==> config.mk <==
export PLATFORM = sky130hd
export DESIGN_NAME = strap_cs_top
export DESIGN_NICKNAME = d
export VERILOG_FILES = /design/src/rtl/pin_sync3.v /design/src/rtl/logical_select_match.v /design/src/rtl/strap_cs_top.v
export VERILOG_INCLUDE_DIRS = /design/src /design/src/rtl
export SDC_FILE = /design/constraint.sdc
export NUM_CORES = 1
export LEC_CHECK = 0
export BUFFER_PORTS_ARGS = -buffer_cell sky130_fd_sc_hd__buf_4
export CORE_MARGIN = 3
export CORE_UTILIZATION = 40
export CTS_CLUSTER_SIZE = 16
export DETAILED_ROUTE_END_ITERATION = 12
export PLACE_DENSITY = 0.57
export SYNTH_ARGS = -nofsm -noshare
export SYNTH_HDL_FRONTEND = slang
export SYNTH_SLANG_ARGS = --single-unit
==> constraint.sdc <==
create_clock -name core_clk -period 26 [get_ports core_clk]
set_input_delay 0 -clock core_clk [delete_from_list [all_inputs] [get_ports core_clk]]
set_output_delay 0 -clock core_clk [all_outputs]
set_load 0.005 [all_outputs]
==> src/rtl/strap_cs_map.vh <==
// Purpose: Offsets, field positions, reset values and timing counts for the strap and select block.
// Assumes: Byte-wide I/O registers; one core clock at 40 MHz.
// Notes: Definitions only.
`ifndef STRAP_CS_MAP_VH
`define STRAP_CS_MAP_VH

// ****************************************
// Register offsets (16-bit I/O space)
// ****************************************
`define CS_TYPE_ADDR 16'hEF03
`define CS_BASE_ADDR 16'hEF04
`define CS_BASE_LAST 16'hEF23
`define CS_MASK_ADDR 16'hEF24
`define CS_MASK_LAST 16'hEF43
`define CS_BOOTSEL_ADDR 16'hEF44
`define CS_EXTSEL_ADDR 16'hEF45
`define CS_EXTSEL_LAST 16'hEF4C
`define CS_WIDTH16_ADDR 16'hEF57
`define CS_STRAP_ADDR 16'hEF58

// ****************************************
// Fields and reset values
// ****************************************
`define STRAP_BOOT16_BIT 0
`define STRAP_EMU_BIT 1
`define CS_REG_RESET 8'h00
`define BOOT_SEG_TOP 16'hFFFF
`define MASK_WIDTH 26

// ****************************************
// Timing
// ****************************************
`define CLK_PERIOD_PS 25000
`define PIN_DRIVE_DELAY_NS 50

`endif

==> src/rtl/pin_sync3.v <==
// Purpose: Three-stage pin synchroniser that accepts a change once stages two and three agree.
// Assumes: Inputs are asynchronous to the clock.
// Notes: Stage one feeds stage two only.
`timescale 1ns/1ps

module pin_sync3 #(
	parameter W = 1,
	parameter [W-1:0] INIT = {W{1'b0}}
) (
	input wire clk,
	input wire rst_n,
	input wire [W-1:0] d,
	output reg [W-1:0] q
);

	reg [W-1:0] s1_r;
	reg [W-1:0] s2_r;
	reg [W-1:0] s3_r;
	integer i;

	always @(posedge clk or negedge rst_n) begin
		if (!rst_n) begin
			s1_r <= INIT;
			s2_r <= INIT;
			s3_r <= INIT;
			q <= INIT;
		end else begin
			s1_r <= d;
			s2_r <= s1_r;
			s3_r <= s2_r;
			for (i = 0; i < W; i = i + 1) begin
				if (s2_r[i] == s3_r[i]) begin
					q[i] <= s3_r[i];
				end
			end
		end
	end

endmodule // pin_sync3

==> src/rtl/logical_select_match.v <==
// Purpose: Decode of one logical chip select against base, mask and access type.
// Assumes: Mask bits set to one are don't-care; only the low 26 bits are maskable.
// Notes: Purely combinational.
`timescale 1ns/1ps
`include "strap_cs_map.vh"

module logical_select_match (
	input wire [31:0] addr,
	input wire is_io,
	input wire [31:0] base,
	input wire [`MASK_WIDTH-1:0] mask,
	input wire type_mem,
	output wire hit
);

	wire [31:0] full_mask;
	wire type_ok;

	assign full_mask = {{(32-`MASK_WIDTH){1'b0}}, mask};
	assign type_ok = type_mem ? !is_io : is_io;
	assign hit = type_ok && (((addr ^ base) & ~full_mask) == 32'h0000_0000);

endmodule // logical_select_match

==> src/rtl/strap_cs_top.v <==
// Contract
// - While power-good is low, the SBHE pin is released and read as input.
// - On power-good rising, the SBHE level is captured as boot-width strap.
// - Strap 0 makes boot range accesses 8-bit; strap 1 makes them 16-bit.
// - In 8-bit boot mode every boot byte uses the low data lanes.
// - In 16-bit boot mode even bytes go low, odd bytes high, ignoring feedback.
// - A short delay after power-good rises, SBHE is driven again.
// - SA0 is an input during reset; floating pin pulls up to normal mode.
// - SA0 strap 0 with test pin low enters emulator mode, all drivers off.
// - A short delay after power-good rises, SA0 is driven again.
// - Boot select asserts for every memory access in the top 64 Kbytes once the drive delay after power-good has ended.
// - Software may add logical select ranges to the boot select.
// - Nine active-low selects: one boot select and eight programmable ones.
// - Register at EF57h forces each logical select to 16-bit width.
// - Forced 16-bit selects put even bytes low and odd bytes high.
// - Each logical select matches address range and I/O or memory type.
// - Each pin is driven from one or several logical selects.
// - Feedback low gives 16-bit access; high splits into 8-bit low-lane cycles.
//
// Purpose: Reset-time straps and chip select sizing of the external bus unit.
// Assumes: One access request per cycle from the CPU side; pins are outside this clock.
// Notes: Register window is byte-wide I/O reached through the CPU access port.
`timescale 1ns/1ps
`include "strap_cs_map.vh"

module strap_cs_top (
	input wire core_clk,
	input wire rstn,
	input wire power_good_reset_n,
	input wire test_n,
	input wire width16_feedback_n,
	input wire sbhe_pin_i,
	output reg sbhe_pin_o,
	output reg sbhe_pin_oe,
	input wire sa0_pin_i,
	output reg sa0_pin_o,
	output reg sa0_pin_oe,
	input wire bus_sbhe_n,
	input wire bus_sa0,
	input wire acc_valid,
	input wire acc_io,
	input wire acc_write,
	input wire [31:0] acc_addr,
	input wire [7:0] acc_wdata,
	output reg [7:0] acc_rdata,
	output reg acc_rvalid,
	output reg [8:0] cs_n,
	output reg cs_oe,
	output reg cyc_width16,
	output reg cyc_high_lane,
	output reg boot_width16,
	output reg emulator_mode
);

	// ****************************************
	// Reset release and timing constants
	// ****************************************
	localparam [31:0] DRIVE_DELAY_CYC_RAW =
		(`PIN_DRIVE_DELAY_NS * 1000 + `CLK_PERIOD_PS - 1) / `CLK_PERIOD_PS;
	localparam [3:0] DRIVE_DELAY_CYC =
		(DRIVE_DELAY_CYC_RAW == 0) ? 4'h1 : DRIVE_DELAY_CYC_RAW[3:0];

	localparam [1:0] ST_RESET = 2'b00;
	localparam [1:0] ST_DELAY = 2'b01;
	localparam [1:0] ST_RUN = 2'b10;

	reg rst_meta_r;
	reg rst_sync_r;
	wire rst_n;

	always @(posedge core_clk or negedge rstn) begin
		if (!rstn) begin
			rst_meta_r <= 1'b0;
			rst_sync_r <= 1'b0;
		end else begin
			rst_meta_r <= 1'b1;
			rst_sync_r <= rst_meta_r;
		end
	end

	assign rst_n = rst_sync_r;

	// ****************************************
	// Pin synchronisers
	// ****************************************
	// The power-good input resets low so that the straps are taken on its first accepted rise.
	wire [4:0] pins_q;
	wire pg_s;
	wire test_n_s;
	wire fb_n_s;
	wire sbhe_s;
	wire sa0_s;

	pin_sync3 #(
		.W(5),
		.INIT(5'b11110)
	) u_pin_sync (
		.clk(core_clk),
		.rst_n(rst_n),
		.d({sa0_pin_i, sbhe_pin_i, width16_feedback_n, test_n, power_good_reset_n}),
		.q(pins_q)
	);

	assign pg_s = pins_q[0];
	assign test_n_s = pins_q[1];
	assign fb_n_s = pins_q[2];
	assign sbhe_s = pins_q[3];
	assign sa0_s = pins_q[4];

	// ****************************************
	// Strap capture and pin release sequence
	// ****************************************
	reg pg_prev_r;
	reg [1:0] state_r;
	reg [1:0] state_nxt;
	reg [3:0] delay_r;
	reg [3:0] delay_nxt;
	wire pg_rise;

	assign pg_rise = pg_s && !pg_prev_r;

	always @* begin
		state_nxt = state_r;
		delay_nxt = delay_r;
		case (state_r)
			ST_RESET: begin
				if (pg_rise) begin
					state_nxt = ST_DELAY;
					delay_nxt = DRIVE_DELAY_CYC;
				end
			end
			ST_DELAY: begin
				if (!pg_s) begin
					state_nxt = ST_RESET;
				end else if (delay_r == 4'h1) begin
					state_nxt = ST_RUN;
				end else begin
					delay_nxt = delay_r - 4'h1;
				end
			end
			ST_RUN: begin
				if (!pg_s) begin
					state_nxt = ST_RESET;
				end
			end
			default: begin
				state_nxt = ST_RESET;
			end
		endcase
	end

	always @(posedge core_clk or negedge rst_n) begin
		if (!rst_n) begin
			pg_prev_r <= 1'b0;
			state_r <= ST_RESET;
			delay_r <= 4'h0;
			boot_width16 <= 1'b0;
			emulator_mode <= 1'b0;
		end else begin
			pg_prev_r <= pg_s;
			state_r <= state_nxt;
			delay_r <= delay_nxt;
			if (pg_rise) begin
				boot_width16 <= sbhe_s;
				emulator_mode <= !sa0_s && !test_n_s;
			end
		end
	end

	// ****************************************
	// Register file
	// ****************************************
	reg [7:0] type_r;
	reg [31:0] base_r [0:7];
	reg [`MASK_WIDTH-1:0] mask_r [0:7];
	reg [7:0] bootsel_r;
	reg [7:0] extsel_r [0:7];
	reg [7:0] width16_r;
	integer k;

	// Returns true when the I/O offset lies in the inclusive range.
	function in_range;
		input [15:0] off;
		input [15:0] lo;
		input [15:0] hi;
		begin
			in_range = (off >= lo) && (off <= hi);
		end
	endfunction

	// Index of a byte inside a group that starts at the given offset.
	function [4:0] group_pos;
		input [15:0] off;
		input [15:0] lo;
		reg [15:0] d;
		begin
			d = off - lo;
			group_pos = d[4:0];
		end
	endfunction

	wire reg_hit;
	wire [15:0] io_off;
	wire [4:0] base_pos;
	wire [4:0] mask_pos;
	wire [4:0] ext_pos;

	assign io_off = acc_addr[15:0];
	assign reg_hit = acc_valid && acc_io && (acc_addr[31:16] == 16'h0000);
	assign base_pos = group_pos(io_off, `CS_BASE_ADDR);
	assign mask_pos = group_pos(io_off, `CS_MASK_ADDR);
	assign ext_pos = group_pos(io_off, `CS_EXTSEL_ADDR);

	always @(posedge core_clk or negedge rst_n) begin
		if (!rst_n) begin
			type_r <= `CS_REG_RESET;
			bootsel_r <= `CS_REG_RESET;
			width16_r <= `CS_REG_RESET;
			for (k = 0; k < 8; k = k + 1) begin
				base_r[k] <= 32'h0000_0000;
				mask_r[k] <= {`MASK_WIDTH{1'b0}};
				extsel_r[k] <= `CS_REG_RESET;
			end
		end else if (reg_hit && acc_write) begin
			if (io_off == `CS_TYPE_ADDR) begin
				type_r <= acc_wdata;
			end
			if (io_off == `CS_BOOTSEL_ADDR) begin
				bootsel_r <= acc_wdata;
			end
			if (io_off == `CS_WIDTH16_ADDR) begin
				width16_r <= acc_wdata;
			end
			if (in_range(io_off, `CS_BASE_ADDR, `CS_BASE_LAST)) begin
				base_r[base_pos[4:2]][base_pos[1:0]*8 +: 8] <= acc_wdata;
			end
			if (in_range(io_off, `CS_MASK_ADDR, `CS_MASK_LAST)) begin
				if (mask_pos[1:0] == 2'b11) begin
					mask_r[mask_pos[4:2]][25:24] <= acc_wdata[1:0];
				end else begin
					mask_r[mask_pos[4:2]][mask_pos[1:0]*8 +: 8] <= acc_wdata;
				end
			end
			if (in_range(io_off, `CS_EXTSEL_ADDR, `CS_EXTSEL_LAST)) begin
				extsel_r[ext_pos[2:0]] <= acc_wdata;
			end
		end
	end

	// Readback; unmapped offsets answer zero.
	reg [7:0] rdata_nxt;
	reg [31:0] mask_word;

	always @* begin
		rdata_nxt = 8'h00;
		mask_word = {{(32-`MASK_WIDTH){1'b0}}, mask_r[mask_pos[4:2]]};
		if (io_off == `CS_TYPE_ADDR) begin
			rdata_nxt = type_r;
		end else if (io_off == `CS_BOOTSEL_ADDR) begin
			rdata_nxt = bootsel_r;
		end else if (io_off == `CS_WIDTH16_ADDR) begin
			rdata_nxt = width16_r;
		end else if (io_off == `CS_STRAP_ADDR) begin
			rdata_nxt[`STRAP_BOOT16_BIT] = boot_width16;
			rdata_nxt[`STRAP_EMU_BIT] = emulator_mode;
		end else if (in_range(io_off, `CS_BASE_ADDR, `CS_BASE_LAST)) begin
			rdata_nxt = base_r[base_pos[4:2]][base_pos[1:0]*8 +: 8];
		end else if (in_range(io_off, `CS_MASK_ADDR, `CS_MASK_LAST)) begin
			rdata_nxt = mask_word[mask_pos[1:0]*8 +: 8];
		end else if (in_range(io_off, `CS_EXTSEL_ADDR, `CS_EXTSEL_LAST)) begin
			rdata_nxt = extsel_r[ext_pos[2:0]];
		end
	end

	// ****************************************
	// Logical select decode
	// ****************************************
	wire [7:0] lcs_hit;

	genvar g;
	generate
		for (g = 0; g < 8; g = g + 1) begin : g_lcs
			logical_select_match u_match (
				.addr(acc_addr),
				.is_io(acc_io),
				.base(base_r[g]),
				.mask(mask_r[g]),
				.type_mem(type_r[g]),
				.hit(lcs_hit[g])
			);
		end
	endgenerate

	wire boot_hit;
	wire boot_pin;
	wire forced16;
	wire [7:0] pin_hit;

	assign boot_hit = !acc_io && (acc_addr[31:16] == `BOOT_SEG_TOP);
	assign boot_pin = boot_hit || (|(lcs_hit & bootsel_r));
	assign forced16 = |(lcs_hit & width16_r);

	generate
		for (g = 0; g < 8; g = g + 1) begin : g_pin
			assign pin_hit[g] = |(lcs_hit & extsel_r[g]);
		end
	endgenerate

	// ****************************************
	// Access width and lane steering
	// ****************************************
	// Boot range width comes from the strap alone, so a boot ROM needs no feedback logic.
	reg width16_nxt;

	always @* begin
		if (boot_hit) begin
			width16_nxt = boot_width16;
		end else if (forced16) begin
			width16_nxt = 1'b1;
		end else begin
			width16_nxt = !fb_n_s;
		end
	end

	// ****************************************
	// Output registers
	// ****************************************
	wire drivers_on;

	assign drivers_on = (state_r == ST_RUN) && !emulator_mode;

	always @(posedge core_clk or negedge rst_n) begin
		if (!rst_n) begin
			acc_rdata <= 8'h00;
			acc_rvalid <= 1'b0;
			cs_n <= 9'h1FF;
			cs_oe <= 1'b0;
			cyc_width16 <= 1'b0;
			cyc_high_lane <= 1'b0;
			sbhe_pin_o <= 1'b1;
			sbhe_pin_oe <= 1'b0;
			sa0_pin_o <= 1'b0;
			sa0_pin_oe <= 1'b0;
		end else begin
			acc_rvalid <= reg_hit && !acc_write;
			acc_rdata <= (reg_hit && !acc_write) ? rdata_nxt : 8'h00;
			if (acc_valid && (state_r == ST_RUN)) begin
				cs_n <= ~{pin_hit, boot_pin};
				cyc_width16 <= width16_nxt;
				cyc_high_lane <= width16_nxt && acc_addr[0];
			end else begin
				cs_n <= 9'h1FF;
				cyc_width16 <= 1'b0;
				cyc_high_lane <= 1'b0;
			end
			cs_oe <= drivers_on;
			sbhe_pin_o <= bus_sbhe_n;
			sbhe_pin_oe <= drivers_on;
			sa0_pin_o <= bus_sa0;
			sa0_pin_oe <= drivers_on;
		end
	end

endmodule // strap_cs_top

==> results of run 1 <==
-- state kept, by name, summed over array words and instances (netlist names), 2 cells and up --
register,cells
extsel_r,64
type_r,8
u_pin_sync.q,5
mask_r,208
u_pin_sync.s3_r,5
base_r,256
width16_r,8
state_r,2
cs_n,9
bootsel_r,8
u_pin_sync.s1_r,5
acc_rdata,8
delay_r,4
u_pin_sync.s2_r,5
-- power by group through the flow --
stage / clock [W] / sequential [W] / combinational [W]
detailed placement: 0 / 0.000976 / 0.000237
CTS: 0.00103 / 0.000960 / 0.000241
global route: 0.00106 / 0.000960 / 0.000258
finish: 0.00101 / 0.000959 / 0.000252
global placement: 0 / 0.000976 / 0.000238
floorplan: 0 / 0.000986 / 0.000132
-- stage by stage --
step                utilization [%]  hold WS [ns]  cells
floorplan                         -        -0.296   3415
global placement               41.9        -0.215   4331
detailed placement             41.9        -0.214   4331
CTS                            45.2       0.00253   4483
global route                   45.2        0.0490   4483
finish                         45.2        0.0367   4485
-- layout make-up --
cell class,instances,area [um^2]
clock inverter,22,278
antenna,2,5.00
sequential,606,15200
tap,1040,1300
multi-input combinational,2500,14900
fill,7645,42700
clock buffer,105,2040
inverter,69,259
timing repair buffer,141,1160
-- kinds of logic after synthesis --
family / after synthesis
xor+xnor: 270
other cells: 1
mux: 160
buf+inv: 309
flops: 606
compound gates: 914
fa+ha+maj: 17
simple gates: 1138
-- metal layers --
layer / track usage (%) / vias to the layer above / wire length, um
li1: - / 11900 / -
met1: 49.6 / 13900 / 60600
met2: 49.8 / 1792 / 60300
met3: 10.9 / 486 / 17700
met4: 18.9 / 10 / 10000
met5: 0 / - / 49
-- placed cells by master (no fill, tap or decap), types with 8 or more instances in the layout --
master,netlist,layout
a2111oi_0,8,8
a211oi_1,22,22
a21oi_1,75,75
a311oi_1,9,9
a31oi_1,28,28
and2_1,9,9
and3_1,14,14
buf_4,20,113
clkbuf_1,76,22
clkbuf_16,0,72
clkbuf_8,0,11
dfrtp_1,580,579
dfstp_2,26,26
dlygate4sd3_1,0,25
ha_1,12,11
inv_1,65,65
mux2_2,112,112
mux2i_1,36,36
mux4_2,12,12
nand2_1,708,708
nand2_2,50,50
nand3_1,56,56
nand4_1,29,29
nor2_1,65,65
nor2_2,8,8
nor2b_1,29,29
nor3_1,92,92
nor4_1,39,39
o211ai_1,18,18
o21ai_0,323,323
o21ai_1,195,195
o221ai_1,17,17
o22ai_1,138,138
o31ai_1,17,17
or3_1,13,13
xnor2_1,254,253
xor2_1,14,14
-- worst max-delay path, cell delays in order, from the launching register on --
cell      delay (ns)
dfrtp_1         0.44
xor2_1          0.17
nor4_1          0.70
o221ai_1        0.35
nor4_1          0.93
and4_1          0.88
a221o_1         0.26
o21ai_0         0.32
-- repair_timing --
action / CTS / global route
endpoints found under the hold margin: 115 / 0
hold buffers: 25 / 0
setup endpoints to repair: 0 / 0
-- how the worst min path moves through the flow --
stage,end,from,depth (start not counted)
2_1_floorplan,rst_meta_r$_DFF_PN0_,rstn,0
3_3_place_gp,rst_meta_r$_DFF_PN0_,rstn,1
3_5_place_dp,rst_meta_r$_DFF_PN0_,rstn,1
4_1_cts,u_pin_sync.s1_r[2]$_DFF_PN1_,width16_feedback_n,2
5_1_grt,u_pin_sync.s1_r[2]$_DFF_PN1_,width16_feedback_n,2
6_report,u_pin_sync.s1_r[2]$_DFF_PN1_,width16_feedback_n,2
==> impl_metrics.yaml, run 1 <==
global_routing:
  antenna_found_initial: 8
  grt_pass1_wl_mm: 208
  grt_max_degree: 178
  grt_overflow_total: 0
  first_global_vias: 26100
  grt_usage_pct: 35.7
synth:
  synth-simple-area-share_pct: 16.0
  yosysSeqAreaShare_pct: 48.2
  ys_top_cells_by_area: "dfrtp_1 46%, nand2_1 8.4%, xnor2_1 7.1%"
  yosysTopAreaCell: "dfrtp_1"
  ys_seq_elements: 606
  synth-edff-count: 0
  synth_ff_type: "dfrtp_1"
  synth.area.mux_share_pct: 6.00
  synthesis.area_um2: 31500
  synth-xor-area-share_pct: 7.54
  synth_commonest_cells: "708 x nand2_1, 580 x dfrtp_1, 323 x o21ai_0"
  synth_area_per_cell_um2: 9.24
  synth_nets: 3479
  ys.warnings.count: 0
  synth.most_common_cell: "nand2_1"
  synth.top_cell.area_share_pct: 46.0
  postSynthCellCount: 3415
  synthAdderAreaFrac_pct: 0.635
  synth_top_family_by_area: "compound AO/OA/AOI/OAI gates"
  synth.distinct_cells: 81
  synth_compound_area_share_pct: 16.9
  synthArstFlopShare_pct: 100
worst_setup_path:
  worstSetupPathType: "flop to flop"
  critPathLaunchType: "flop"
  worstReg2RegStart: "base_r[29]$_DFFE_PN0P_"
  reg2reg_slack_ns: 21.73
  cp-end-kind: "flop"
  reg2reg_depth: 7
  crit_start: "base_r[29]$_DFFE_PN0P_"
  crit_fanout: 10
  setup.worst_path.end: "cs_n[6]$_DFF_PN1_"
  worstPathRequired_ns: 26.43
  worstReg2RegEnd: "cs_n[6]$_DFF_PN1_"
  cp.arrival_ns: 4.71
timing:
  fin_crit_ns: 4.27
  fin_tns_setup_ns: 0
  setup_ws_ns: 21.73
  worst_pin_slew_ns: 1.28
  grt_setup_unrepaired: "false"
  final.period_utilization_pct: 16.4
  relSlewSlack_pct: 14.5
  finalHoldViolCount: 0
  clock.fmax_mhz: 234
  skew_ns: 0.0208
  slew_viol_final: 0
  setup_viol: 0
clock_network:
  postCtsSetupBuffers: 0
  cts-root-buf: "clkbuf_16"
  h-tree-depth: 3
  clkSinkCount: 606
  cts_resized: 0
  clk_latency_ns: 0.65
  clk_pin_slew_worst_paths_ns: 0.06
  cts_tree: "done"
  clk_path_buf_depth: 3
  numCtsBuffers: 71
floorplanning:
  die_x_um: 287
  start_util_pct: 40.5
  fp.dieH_um: 287
  pin_count: 79
  rows: 102
  fp.coreArea_um2: 77800
  dieArea_um2: 82300
layout:
  fin_area_um2: 35200
  layout-drive-gt1-share_pct: 13.0
  syn_to_final_growth_pct: 11.5
  fin_nets: 3453
routing:
  first_pass_iters: 6
  drt_iter0_markers: 4206
  routed_via_density: 6.27
  vias: 28100
  wirelength_mm: 149
  routedWlPerCell_um: 33.1
  drtAntennaViolNets: 0
  drc: 0
power:
  switching_share_pct: 27.9
  net-switching-power_w: 0.000621
  power_w: 0.00223
  powerDensity_nw_per_um2: 63.3
  p_leak_nw: 14.1
  p_int_w: 0.00161
  peakVddDrop_mv: 0.0507
  seqPwrFrac_pct: 43.1
  pwr-share-clk_pct: 45.6
  p_comb_share_pct: 11.3
outcome:
  status: "finished, final reports clean"
placement:
  place_ws_ns: 21.66
  port_buffers: 78
  place_hpwl_mm: 110
  postPlaceCellArea_um2: 32600
  gp_congestion: 1.10
worst_hold_path:
  hp-class: "primary input to flop"
flow_run:
  drv_cap: 0
Power figures use the tool's default switching activity.
==> run 2: changes to the inputs <==
--- a/config.mk
+++ b/config.mk
@@ -11,7 +11,7 @@
 export CORE_UTILIZATION = 40
 export CTS_CLUSTER_SIZE = 16
 export DETAILED_ROUTE_END_ITERATION = 12
-export PLACE_DENSITY = 0.57
+export PLACE_DENSITY = 0.59
 export SYNTH_ARGS = -nofsm -noshare
 export SYNTH_HDL_FRONTEND = slang
 export SYNTH_SLANG_ARGS = --single-unit
==> constraint.sdc (replaced) <==
create_clock -name core_clk -period 3.9 [get_ports core_clk]
set_input_delay 0 -clock core_clk [delete_from_list [all_inputs] [get_ports core_clk]]
set_output_delay 0 -clock core_clk [all_outputs]
set_load 0.005 [all_outputs]
==> run 2 against run 1 <==
Compared with the run above:
- the flow now finishes with violations (setup timing)
- setup slack worse by 22 ns
- hold slack worse by 0.0064 ns
- combinational power grew to 7.2 times the previous value
- critical endpoint is now cyc_high_lane$_DFF_PN0_
==> impl_metrics.yaml, run 2 (synthesized netlist as in run 1, its figures left out) <==
outcome:
  status: "complete, but fails checks"
  violations: "setup timing"
layout:
  fin_nets: 3506
  reg_top3: "base_r (256), mask_r (208), extsel_r (64)"
  syn_to_final_growth_pct: 13.2
  final_common_cell: "nand2_1"
  largest_reg_flops: 256
  regMostFlops: "base_r"
  final_util_pct: 45.9
  layout_common_cells: "708 x nand2_1, 579 x dfrtp_1, 323 x o21ai_0"
  layout-drive-gt1-share_pct: 14.7
worst_setup_path:
  crit_fanout: 10
  cp-end-kind: "flop"
  worstSetupPathType: "flop to flop"
  cp.arrival_ns: 4.49
  reg2reg_depth: 8
  worstPathRequired_ns: 4.44
  critPathLaunchType: "flop"
routing:
  first_pass_iters: 7
  wirelength_mm: 153
  routedWlPerCell_um: 33.7
  routed_via_density: 6.23
  drtAntennaViolNets: 0
  drt_iter0_markers: 3620
  drc: 0
  vias: 28300
floorplanning:
  start_util_pct: 40.5
  pin_count: 79
  rows: 102
  fp.coreArea_um2: 77800
  dieArea_um2: 82300
  die_x_um: 287
  fp.dieH_um: 287
global_routing:
  met2_usage_pct: 52.1
  use_met3_pct: 8.86
  antenna_found_initial: 5
  met1_usage_pct: 53.2
  first_global_vias: 26500
  grt_usage_pct: 36.9
  grt-busiest-layer: "met1"
  grt_overflow_total: 0
  grt_max_degree: 103
  grt_pass1_wl_mm: 214
timing:
  grt_setup_unrepaired: "false"
  final.period_utilization_pct: 101
  worst_pin_slew_ns: 1.35
  fin_crit_ns: 3.95
  slew_viol_final: 0
  setup_ws_ns: -0.0550
  skew_ns: 0.0222
  hold_slack_ns: 0.0304
  finalHoldViolCount: 0
  relSlewSlack_pct: 9.40
  setup_viol: 1
  clock.fmax_mhz: 253
power:
  pwr-share-clk_pct: 45.4
  p_comb_share_pct: 12.1
  p_int_w: 0.0108
  p_leak_nw: 14.4
  powerDensity_nw_per_um2: 421
  switching_share_pct: 28.0
  seqPwrFrac_pct: 42.5
  net-switching-power_w: 0.00421
  peakVddDrop_mv: 0.371
clock_network:
  postCtsSetupBuffers: 0
  clk_path_buf_depth: 3
  cts-root-buf: "clkbuf_16"
  clk_pin_slew_worst_paths_ns: 0.06
  h-tree-depth: 3
  numCtsBuffers: 70
  cts_tree: "done"
  clkSinkCount: 606
  clk_latency_ns: 0.64
placement:
  port_buffers: 78
  gp_congestion: 1.05
  place_ws_ns: 0.155
  place_hpwl_mm: 115
worst_hold_path:
  hold-path-cell-count: 2
  hp-class: "primary input to flop"
flow_run:
  drv_cap: 0
[run 2: cell types whose count changed in the layout (fill, tap and decap cells not counted), moves of 5 or more]
cell | previous run | this run
dlygate4sd3_1 | 25 | 20
buf_4 | 113 | 160
clkinv_2 | 7 | 14
clkbuf_1 | 22 | 14
buf_12 | 3 | 15
[run 2: layer usage]
metal / vias to the layer above / wire length, um
met4: 4 / 8590
met3: 356 / 15500
li1: 12000 / -
met1: 14200 / 65400
met2: 1646 / 63500
met5: - / 27
[run 2: worst paths after layout]
path	startpoint	slack (ns)	endpoint
worst max-delay path	base_r[28]$_DFFE_PN0P_	-0.05	cyc_high_lane$_DFF_PN0_
worst min-delay path	power_good_reset_n	0.03	u_pin_sync.s1_r[0]$_DFF_PN0_
worst max register to register	base_r[28]$_DFFE_PN0P_	-0.05	cyc_high_lane$_DFF_PN0_
worst min register to register	u_pin_sync.s1_r[2]$_DFF_PN1_	0.34	u_pin_sync.s2_r[2]$_DFF_PN1_
max in group asynchronous	rst_n$_DFF_PN0_	2.34	base_r[180]$_DFFE_PN0P_
min in group asynchronous	rstn	0.24	rst_n$_DFF_PN0_
[run 2: through the flow]
step	setup TNS (ns)	instance area, um^2	instances	power (W)
2_1_floorplan	-1144.68	31600	3415	0.00745
3_3_place_gp	0	33200	4390	0.00824
3_5_place_dp	0	33200	4390	0.00823
4_1_cts	0	35700	4536	0.0150
5_1_grt	0	35700	4536	0.0154
6_report	-0.0550	35700	4537	0.0150
[run 2: final cells by class]
| cell class | count | area, um^2 |
|---|---|---|
| multi-input combinational | 2500 | 14900 |
| antenna | 1 | 2.50 |
| fill | 7633 | 42100 |
| inverter | 69 | 259 |
| clock inverter | 27 | 297 |
| clock buffer | 99 | 2030 |
| tap | 1040 | 1300 |
| sequential | 606 | 15200 |
| timing repair buffer | 195 | 1700 |
[run 2: repair_timing]
item	in CTS	in global routing
endpoints found under the hold margin	118	0
hold buffers	20	0
gates resized for setup	0	0
[run 2: power groups by stage]
| stage | registers [W] | clock network, W | logic, W |
|---|---|---|---|
| after global placement | 0.00651 | 0 | 0.00174 |
| after global routing | 0.00640 | 0.00712 | 0.00185 |
| after floorplan | 0.00657 | 0 | 0.000882 |
| final | 0.00640 | 0.00682 | 0.00181 |
| after CTS | 0.00639 | 0.00689 | 0.00175 |
| after detailed placement | 0.00651 | 0 | 0.00172 |
[run 2: worst max-delay path: stages, from the launching register on]
cell and delay (ns):
dfrtp_1 0.41, xor2_1 0.15, nor4_1 0.62, o221ai_1 0.38, nor4_1 0.80, and4_1 0.83
a221o_1 0.32, a2111oi_0 0.11, nor3_1 0.20
